<file path="src/rtl/csdec_defs.svh">
// Purpose: Constants for the chip-select address decoder
// Assumes: 32-bit byte address, 16-bit external bus
// Notes: Offsets, reset values and timing counts live here
//
// Functional notes
// - Eight selects form four pairs sharing base, size, wait states and width.
// - A pair's second region starts right after the first region ends.
// - SDRAM enable turns five selects into write enable, strobes and SDRAM selects.
// - After reset only pair A first select is active, carrying boot flash.
// - At reset flash answers at zero and mirrors everywhere below 0xFFFFF000 until pair A reprogrammed.
// - Flash accesses end after programmed wait states, no device acknowledge.
// - PCI bridge on pair B first select at 0x20000000, ends on bridge completion.
// - Ethernet on pair A second select, one byte register per word address.
// - Ethernet register block decodes from 0x10400000.
// - Working flash region decodes 0x10000000 through 0x103FFFFF.
// - Working SDRAM decodes from zero upward, up to 32 MB.
// - No external select answers from 0xFFFFF000 to the top.
// - SDRAM decode size comes from board straps, not registers.
`ifndef CSDEC_DEFS_SVH
`define CSDEC_DEFS_SVH

`define CSDEC_FLASH_BASE 32'h1000_0000
`define CSDEC_FLASH_SIZE_LOG2 22
`define CSDEC_ETH_BASE 32'h1040_0000
`define CSDEC_PCI_BASE 32'h2000_0000
`define CSDEC_PCI_SIZE_LOG2 17
`define CSDEC_SDRAM_BASE 32'h0000_0000
`define CSDEC_SDRAM_MAX_LOG2 25
`define CSDEC_ONCHIP_BASE 32'hFFFF_F000
`define CSDEC_RST_WAIT 4'hF
`define CSDEC_RST_WIDE 1'b1
`define CSDEC_RST_SIZE_LOG2 5'h16

`endif

</file>
<file path="src/rtl/csdec_pkg.sv">
// Purpose: Types for the chip-select address decoder
// Assumes: Used with csdec_defs.svh
// Notes: Pair indices and access states
package csdec_pkg;
    typedef enum logic [1:0] {
        CSDEC_PAIR_A,
        CSDEC_PAIR_B,
        CSDEC_PAIR_C,
        CSDEC_PAIR_D
    } csdec_pair_t;

    typedef enum logic [1:0] {
        CSDEC_IDLE,
        CSDEC_WAIT_INT,
        CSDEC_WAIT_EXT,
        CSDEC_DONE
    } csdec_state_t;
endpackage

</file>
<file path="src/rtl/csdec_region.sv">
// Purpose: Decode one pair of selects from shared base and size
// Assumes: Size is a power of two, base aligned to twice the size
// Notes: Second region follows the first with no gap
`timescale 1ns/100ps
`default_nettype none
module csdec_region #(
    parameter int AW = 32
) (
    // Address and pair setup
    input wire logic [AW-1:0] i_addr,
    input wire logic [AW-1:0] i_base,
    input wire logic [4:0] i_size_log2,
    input wire logic i_enable,
    // Decoded hits
    output logic o_hit_first,
    output logic o_hit_second
);
    logic [AW-1:0] mask_first;
    logic [AW-1:0] offs;

    // Region offset and the first select's span
    always_comb begin
        offs = i_addr - i_base;
        mask_first = ({AW{1'b1}} << i_size_log2);
    end

    // First region is [base, base+size), second is the next size bytes
    always_comb begin
        o_hit_first = i_enable && ((offs & mask_first) == '0);
        o_hit_second = i_enable && ((offs & (mask_first << 1)) == '0)
            && offs[i_size_log2];
    end
endmodule
`default_nettype wire

</file>
<file path="src/rtl/csdec_top.sv">
// Purpose: Chip-select and address decoder for the external bus
// Assumes: One access at a time, requests held until o_done
// Notes: Pair setup arrives as plain ports; no register bus
`timescale 1ns/100ps
`default_nettype none
`include "csdec_defs.svh"
module csdec_top
    import csdec_pkg::*;
#(
    parameter int AW = 32
) (
    // Clock and reset
    input wire logic i_mclk,
    input wire logic i_rstn,
    // Bus master access
    input wire logic i_req,
    input wire logic i_write,
    input wire logic [AW-1:0] i_addr,
    output logic o_done,
    output logic o_byte_lane_low,
    // Pair setup, index 0..3 for pairs A..D
    input wire logic [3:0] i_pair_load,
    input wire logic [AW-1:0] i_pair_base [4],
    input wire logic [4:0] i_pair_size_log2 [4],
    input wire logic [3:0] i_pair_wait [4],
    input wire logic [3:0] i_pair_ext [4],
    input wire logic [3:0] i_pair_wide,
    input wire logic i_sdram_en,
    // Board straps and device completion
    input wire logic [1:0] i_sdram_size_strap,
    input wire logic i_pci_ready,
    // Selects and SDRAM controls, active high
    output logic o_pair_a_first_select,
    output logic o_pair_a_second_select,
    output logic o_pair_b_first_select,
    output logic o_pair_b_second_select,
    output logic o_pair_c_first_select,
    output logic o_pair_c_second_select,
    output logic o_pair_d_first_select,
    output logic o_pair_d_second_select,
    output logic o_sdram_write_en,
    output logic o_sdram_row_strobe,
    output logic o_sdram_col_strobe,
    output logic [3:0] o_pair_programmed
);
    ////////////////////////////////////////////////////////////////////////////
    // Pair configuration state
    logic [AW-1:0] base_q [4];
    logic [AW-1:0] base_d [4];
    logic [4:0] size_q [4];
    logic [4:0] size_d [4];
    logic [3:0] wait_q [4];
    logic [3:0] wait_d [4];
    logic [3:0] ext_q;
    logic [3:0] ext_d;
    logic [3:0] wide_q;
    logic [3:0] wide_d;
    logic [3:0] prog_q;
    logic [3:0] prog_d;
    logic sdram_q;
    logic sdram_d;
    logic [1:0] strap_s1_q;
    logic [1:0] strap_s2_q;
    logic [1:0] strap_s3_q;
    logic [1:0] strap_q;
    logic [1:0] strap_d;
    logic pci_s1_q;
    logic pci_s2_q;
    logic pci_s3_q;
    logic pci_rdy_q;
    logic pci_rdy_d;

    // Next configuration: a load replaces the pair's setup
    always_comb begin
        for (int p = 0; p < 4; p++) begin
            base_d[p] = i_pair_load[p] ? i_pair_base[p] : base_q[p];
            size_d[p] = i_pair_load[p] ? i_pair_size_log2[p] : size_q[p];
            wait_d[p] = i_pair_load[p] ? i_pair_wait[p] : wait_q[p];
        end
        ext_d = ext_q;
        wide_d = wide_q;
        for (int p = 0; p < 4; p++) begin
            if (i_pair_load[p]) begin
                ext_d[p] = i_pair_ext[p][0];
                wide_d[p] = i_pair_wide[p];
            end
        end
        prog_d = prog_q | i_pair_load;
        sdram_d = i_sdram_en;
        // Strap accepted once second and third stages agree
        strap_d = (strap_s2_q == strap_s3_q) ? strap_s3_q : strap_q;
        pci_rdy_d = (pci_s2_q == pci_s3_q) ? pci_s3_q : pci_rdy_q;
    end

    // Configuration registers; only pair A is usable after reset
    always_ff @(posedge i_mclk) begin
        if (!i_rstn) begin
            for (int p = 0; p < 4; p++) begin
                base_q[p] <= '0;
                size_q[p] <= `CSDEC_RST_SIZE_LOG2;
                wait_q[p] <= `CSDEC_RST_WAIT;
            end
            ext_q <= 4'h0;
            wide_q <= {4{`CSDEC_RST_WIDE}};
            prog_q <= 4'h0;
            sdram_q <= 1'b0;
            strap_s1_q <= 2'h0;
            strap_s2_q <= 2'h0;
            strap_s3_q <= 2'h0;
            strap_q <= 2'h0;
            pci_s1_q <= 1'b0;
            pci_s2_q <= 1'b0;
            pci_s3_q <= 1'b0;
            pci_rdy_q <= 1'b0;
        end else begin
            base_q <= base_d;
            size_q <= size_d;
            wait_q <= wait_d;
            ext_q <= ext_d;
            wide_q <= wide_d;
            prog_q <= prog_d;
            sdram_q <= sdram_d;
            strap_s1_q <= i_sdram_size_strap;
            strap_s2_q <= strap_s1_q;
            strap_s3_q <= strap_s2_q;
            strap_q <= strap_d;
            pci_s1_q <= i_pci_ready;
            pci_s2_q <= pci_s1_q;
            pci_s3_q <= pci_s2_q;
            pci_rdy_q <= pci_rdy_d;
        end
    end

    ////////////////////////////////////////////////////////////////////////////
    // Address decode
    logic [3:0] hit_first;
    logic [3:0] hit_second;
    logic onchip;
    logic sdram_hit;
    logic [4:0] sdram_log2;
    logic [7:0] sel_raw;

    // Per pair region comparators
    for (genvar g = 0; g < 4; g++) begin : g_pair
        csdec_region #(.AW(AW)) u_region (
            .i_addr(i_addr),
            .i_base(base_q[g]),
            .i_size_log2(size_q[g]),
            .i_enable(prog_q[g]),
            .o_hit_first(hit_first[g]),
            .o_hit_second(hit_second[g])
        );
    end

    // Select priorities: on-chip space, boot mirror, SDRAM, pairs
    always_comb begin
        onchip = (i_addr >= `CSDEC_ONCHIP_BASE);
        sdram_log2 = 5'(`CSDEC_SDRAM_MAX_LOG2 - 3) + {3'h0, strap_q};
        sdram_hit = sdram_q && ((i_addr >> sdram_log2) == '0);
        sel_raw = 8'h00;
        if (onchip) begin
            sel_raw = 8'h00;
        end else if (!prog_q[0]) begin
            sel_raw[0] = 1'b1;
        end else if (sdram_hit) begin
            sel_raw[6] = ~i_addr[sdram_log2 - 5'h01];
            sel_raw[7] = i_addr[sdram_log2 - 5'h01];
        end else begin
            sel_raw[0] = hit_first[0];
            sel_raw[1] = hit_second[0];
            sel_raw[2] = hit_first[1];
            sel_raw[3] = hit_second[1] && !sdram_q;
            sel_raw[4] = hit_first[2] && !sdram_q;
            sel_raw[5] = hit_second[2] && !sdram_q;
            sel_raw[6] = hit_first[3] && !sdram_q;
            sel_raw[7] = hit_second[3] && !sdram_q;
        end
        // Unimplemented space leaves sel_raw clear
    end

    ////////////////////////////////////////////////////////////////////////////
    // Access sequencer
    csdec_state_t state_q;
    csdec_state_t state_d;
    logic [3:0] cnt_q;
    logic [3:0] cnt_d;
    logic [7:0] sel_q;
    logic [7:0] sel_d;
    logic lane_q;
    logic lane_d;
    logic wr_q;
    logic wr_d;
    logic [1:0] pair_idx;

    // Pair of the first asserted select
    always_comb begin
        pair_idx = 2'h0;
        for (int s = 7; s >= 0; s--) begin
            if (sel_raw[s]) begin
                pair_idx = 2'(s / 2);
            end
        end
    end

    // Next access state
    always_comb begin
        state_d = state_q;
        cnt_d = cnt_q;
        sel_d = sel_q;
        lane_d = lane_q;
        wr_d = wr_q;
        case (state_q)
            CSDEC_IDLE: begin
                if (i_req) begin
                    sel_d = sel_raw;
                    wr_d = i_write;
                    // Byte register sits in the low half of its word
                    lane_d = sel_raw[1] && wide_q[0];
                    cnt_d = wait_q[pair_idx];
                    if (sel_raw == 8'h00) begin
                        state_d = CSDEC_DONE;
                    end else if (ext_q[pair_idx] && !sdram_hit) begin
                        // Completion left over from the last cycle must clear first
                        cnt_d = 4'h1;
                        state_d = CSDEC_WAIT_EXT;
                    end else begin
                        state_d = CSDEC_WAIT_INT;
                    end
                end
            end
            CSDEC_WAIT_INT: begin
                if (cnt_q == 4'h0) begin
                    state_d = CSDEC_DONE;
                end else begin
                    cnt_d = cnt_q - 4'h1;
                end
            end
            CSDEC_WAIT_EXT: begin
                if (!pci_rdy_q) begin
                    cnt_d = 4'h0;
                end else if (cnt_q == 4'h0) begin
                    state_d = CSDEC_DONE;
                end
            end
            CSDEC_DONE: begin
                sel_d = 8'h00;
                lane_d = 1'b0;
                wr_d = 1'b0;
                state_d = CSDEC_IDLE;
            end
            default: begin
                state_d = CSDEC_IDLE;
            end
        endcase
    end

    // Access state registers
    always_ff @(posedge i_mclk) begin
        if (!i_rstn) begin
            state_q <= CSDEC_IDLE;
            cnt_q <= 4'h0;
            sel_q <= 8'h00;
            lane_q <= 1'b0;
            wr_q <= 1'b0;
        end else begin
            state_q <= state_d;
            cnt_q <= cnt_d;
            sel_q <= sel_d;
            lane_q <= lane_d;
            wr_q <= wr_d;
        end
    end

    // Select outputs, with SDRAM reuse of five selects
    always_comb begin
        o_done = (state_q == CSDEC_DONE);
        o_byte_lane_low = lane_q;
        o_pair_a_first_select = sel_q[0];
        o_pair_a_second_select = sel_q[1];
        o_pair_b_first_select = sel_q[2];
        o_pair_b_second_select = sdram_q ? 1'b0 : sel_q[3];
        o_pair_c_first_select = sdram_q ? 1'b0 : sel_q[4];
        o_pair_c_second_select = sdram_q ? 1'b0 : sel_q[5];
        o_pair_d_first_select = sel_q[6];
        o_pair_d_second_select = sel_q[7];
        o_sdram_write_en = sdram_q && wr_q && (sel_q[7:6] != 2'h0);
        o_sdram_row_strobe = sdram_q && (state_q == CSDEC_WAIT_INT)
            && (sel_q[7:6] != 2'h0);
        o_sdram_col_strobe = sdram_q && (state_q == CSDEC_DONE)
            && (sel_q[7:6] != 2'h0);
        o_pair_programmed = prog_q;
    end
endmodule
`default_nettype wire

</file>
<file path="config.mk">
export PLATFORM = sky130hd
export DESIGN_NAME = csdec_top
export DESIGN_NICKNAME = d
export VERILOG_FILES = /design/src/rtl/csdec_pkg.sv /design/src/rtl/csdec_region.sv /design/src/rtl/csdec_top.sv
export VERILOG_INCLUDE_DIRS = /design/src /design/src/rtl
export SDC_FILE = /design/constraint.sdc
export NUM_CORES = 1
export LEC_CHECK = 0
export ABC_CLOCK_PERIOD_IN_PS = 15700
export BUFFER_PORTS_ARGS = -buffer_cell sky130_fd_sc_hd__buf_2
export CORE_ASPECT_RATIO = 0.5
export CORE_MARGIN = 2
export CORE_UTILIZATION = 60
export DETAILED_ROUTE_END_ITERATION = 8
export PLACE_DENSITY = 0.77
export SLEW_MARGIN = 0
export SYNTH_ARGS = -nofsm -noshare
export SYNTH_HDL_FRONTEND = slang
export SYNTH_SLANG_ARGS = --single-unit
</file>
<file path="constraint.sdc">
create_clock -name i_mclk -period 15.7 [get_ports i_mclk]
set_clock_uncertainty 0.1 [all_clocks]
set_input_delay 3.14 -clock i_mclk [delete_from_list [all_inputs] [get_ports i_mclk]]
set_output_delay 3.14 -clock i_mclk [all_outputs]
set_load 0.02 [all_outputs]
</file>
==> impl_results.md <==
* Final RePlAce weighted congestion at 1.01
* Starting DRT DRC Count at 3220
* Max IR drop VDD at 0.106 mV
* Syn-to-layout area delta at 9.03%
* Initial core utilization at roughly three fifths
* TritonCTS clock tree: built
* WP data required at 16.10 ns
* Maximum number of pins on one net before global-route repair at 90
* Main synth FF type: dfxtp_1
* Seq cells post-synth at 202
* First-pass GRT wire length at about 130000 um
* Post-Synthesis Cells at 3015
* Worst-Skew Late Latency at 0.56 ns
* Power Total at 0.00210 W
* Period utilisation layout at 54.2%
* Layout cell share with drive strength beyond 1 at 11.6%
* Hold-fix buffers at CTS at 0
* Placed cell areas at about 23000 sq um
* CTS Buf Count at 23
* CTS H-tree lvls at 1
* Worst-case reg-to-reg path depth at 15
* CP dominant cell by count: a31oi_2
* Fill cells at 3153
* FFs w/ async S/R, synth at 0%
* Flop-to-flop setup slack at 9.62 ns
* Critical Path Source Type: input pin
* Total die area at between 30000 and 40000 sq um
* Max Cap Viol at 0
* DRC at 0
* Max stage delay cell, worst path: or4_4
* Kind of critical path: in -> reg
* Total grt overflow at 0
* Reg2Reg Launch Point: size_q[16]$_SDFFE_PN1P_
* Post-synthesis cell type count at 117
* Hold path cells at 1
* I/O Buffers at approximately 230
* RSZ-0062 raised after global routing: false
* Vias in the first global route at 22300
* Slew Limit Fails at 0
* Chip width at 274 um
* Status: finished, final reports clean
* Slew headroom at roughly a third
* Setup crit end kind: flip-flop
* DR vias/cell at 6.79
* Rows at 49
* Ports at 245
* Core ar. at 35900 sq um
* Syn. warnings at 0
* Clock sink total at 202
* Total Routed Length at between 80000 and 90000 um
* Reg-to-Reg End: cnt_q[1]$_SDFFE_PN0P_
* Worst Hold Launch: pci_s1_q$_SDFF_PN0_
* PostCTS Resize Cnt at 0
* CP max FO at 12
* Initial antenna violation count at 7
* Critical path's top delay family: compound AO/OA/AOI/OAI gates
* Cells along the critical path: buf_2 > inv_1 > fa_1 > nor2b_1 > o221a_2 > a31oi_2 > o21ai_1 > a21oi_1 > nand3_1 > o21ai_0 > or4_1 > or4_4 > o31ai_4 > a211o_2 > a31oi_2 > mux2i_1 > a2111oi_2 > o221a_1
* Tightest Hold Check Type: reg -> reg
* Longest Clk Path Bufs at 3
* GRT Util Overall at approximately 42%
* Fmax at about 0.12 GHz
* Antenna viol nets, final at 0
* Vias at roughly 25000
* Mean Syn Cell Area at between 7 and 8 sq um
* Buf/Inv on CP at 2
* Final min period at 8.51 ns
* Nets at 3471
* Hold Fails Final Rpt at 0
* Drt wl/cell at 23.0 um
* Slew @ Worst Pin at 1.02 ns
* Detailed Place HPWL at 62800 um
* Hold Crit Endpoint: pci_s2_q$_SDFF_PN0_
* Area of the mapped netlist at between 20000 and 25000 sq um
* Post-Syn Nets at roughly 3400
* Post-route design area at 23800 sq um
* Setup ws final at 7.19 ns
* Final setup viols at 0
* Die Ht at 139 um
* Sequential share of the synthesized area at ~19%
* Post-placement setup slack at 6.79 ns
* Setup TNS at 0 ns
* Post-synth EDFFs at 0
* Post-CTS Setup Inserts at 0
* Reg clk slew, reported paths at 0.07 ns
* Leakage power at 9.84 nW
* DR pass1 iterations at 6
* Pwr Density at about 88 nW/um^2
* Critical Path AT at 8.91 ns
* CP peak stage delay at 0.56 ns
* Clock Tree Root: clkbuf_16
==> where the power goes <==
| group | leakage [nW] | switching (W) | internal, W |
|---|---|---|---|
| combinational | 7.80 | 0.000591 | 0.000336 |
| clock | 0.380 | 0.000251 | 0.000338 |
| sequential | 1.67 | 0.0000372 | 0.000547 |
| total | 9.84 | 0.000880 | 0.00122 |
==> worst register-to-register path, stage by stage (launching register included) <==
cell and delay (ns):
dfxtp_1 0.84, clkinv_1 0.79, nor2_1 0.57, o21ai_0 0.29, a32o_1 0.43, nor3_1 0.20
o2111a_1 0.22, o2111ai_1 0.20, nor4_1 0.37, nand4_1 0.26, o21ai_1 0.54, nor3_1 0.10
o21a_1 0.14, a311o_1 0.41, a2111oi_2 0.35, o221a_1 0.23
==> synthesized netlist by cell type (34+ instances only) <==
master	number	area share, %
inv_1	170	2.9
a21oi_1	216	5.0
and2_1	46	1.3
xnor2_1	54	2.2
o21ai_0	178	4.1
o21a_1	44	1.5
nand4_1	50	1.4
o211ai_1	45	1.5
nand2_1	265	4.6
mux2i_1	189	8.7
ha_1	133	7.6
nor2_1	358	6.2
a21o_1	43	1.5
a211oi_1	40	1.4
dfxtp_1	202	19
nor3_1	76	1.7
clkbuf_1	136	2.3
and3_1	34	0.98
nand3_1	66	1.5
==> kinds of logic (layout without fill, tap and decap cells) <==
logic type | count (synthesis) | after routing | share of synthesized area (%)
AOI/OAI and AO/OA | 956 | 956 | 30.4
xor gates and xnor gates | 86 | 86 | 3.49
adders and majority gates | 138 | 138 | 8.05
buffers and inverters | 355 | 462 | 6.33
DFF | 202 | 202 | 18.5
muxes | 201 | 201 | 9.60
other | 0 | 10 | 0
and+or+nand+nor | 1077 | 1077 | 23.6
==> cell type report <==
class	count	area (sq um)	share of cell area, %
diodes	10	25.0	0.105
clock buffers	24	579	2.44
clock inverters	17	218	0.916
inverters	178	671	2.82
multi-input cells	2458	16400	68.9
flip-flops and latches	202	4040	17.0
well taps	484	606	2.55
repair buffers	243	1250	5.26
==> metrics by stage <==
step	std cells	hold slack, ns	util, %
after global routing	3611	0.370	66.3
final	3616	0.336	66.3
after CTS	3606	0.341	66.2
after floorplan	3015	0.312	-
after detailed placement	3565	0.325	64.0
after global placement	3565	0.321	64.0
==> worst max path at each step <==
stage,from,to,depth (start not counted)
after global placement,i_addr[1],cnt_q[1]$_SDFFE_PN0P_,18
after detailed placement,i_addr[1],cnt_q[1]$_SDFFE_PN0P_,18
after global routing,i_addr[0],cnt_q[1]$_SDFFE_PN0P_,20
after floorplan,i_addr[0],cnt_q[1]$_SDFFE_PN0P_,18
after CTS,i_addr[1],cnt_q[1]$_SDFFE_PN0P_,18
final,i_addr[1],cnt_q[1]$_SDFFE_PN0P_,18
==> layer usage <==
metal	vias up	part of all wire, %	track usage (%)
met3	274	13	12.1
met5	-	0.14	2.26
met4	2	5.3	20.9
met2	1451	40	59.5
met1	11400	42	57.6
li1	11400	-	-
==> registers in the layout, indices dropped and copies added (netlist names), 2 cells and up <==
signal and flops:
strap_s2_q 2, cnt_q 4, base_q 128, strap_s3_q 2, sel_q 8, ext_q 4, o_pair_programmed 4, size_q 20
strap_s1_q 2, strap_q 2, state_q 2, wait_q 16
==> layout by cell type (no fill, tap or decap), types with 25 or more instances in the layout <==
| cell | netlist | final |
|---|---|---|
| a211oi_1 | 40 | 40 |
| a21o_1 | 43 | 43 |
| a21oi_1 | 216 | 216 |
| a31oi_1 | 29 | 29 |
| and2_1 | 46 | 46 |
| and3_1 | 34 | 34 |
| buf_2 | 16 | 229 |
| dfxtp_1 | 202 | 202 |
| ha_1 | 133 | 133 |
| inv_1 | 170 | 170 |
| mux2i_1 | 189 | 189 |
| nand2_1 | 265 | 265 |
| nand2b_1 | 28 | 28 |
| nand3_1 | 66 | 66 |
| nand4_1 | 50 | 50 |
| nor2_1 | 358 | 358 |
| nor3_1 | 76 | 76 |
| nor4_1 | 25 | 25 |
| o211ai_1 | 45 | 45 |
| o21a_1 | 44 | 44 |
| o21ai_0 | 178 | 178 |
| xnor2_1 | 54 | 54 |
| xor2_1 | 31 | 31 |
(Power assumes the default switching activity.)
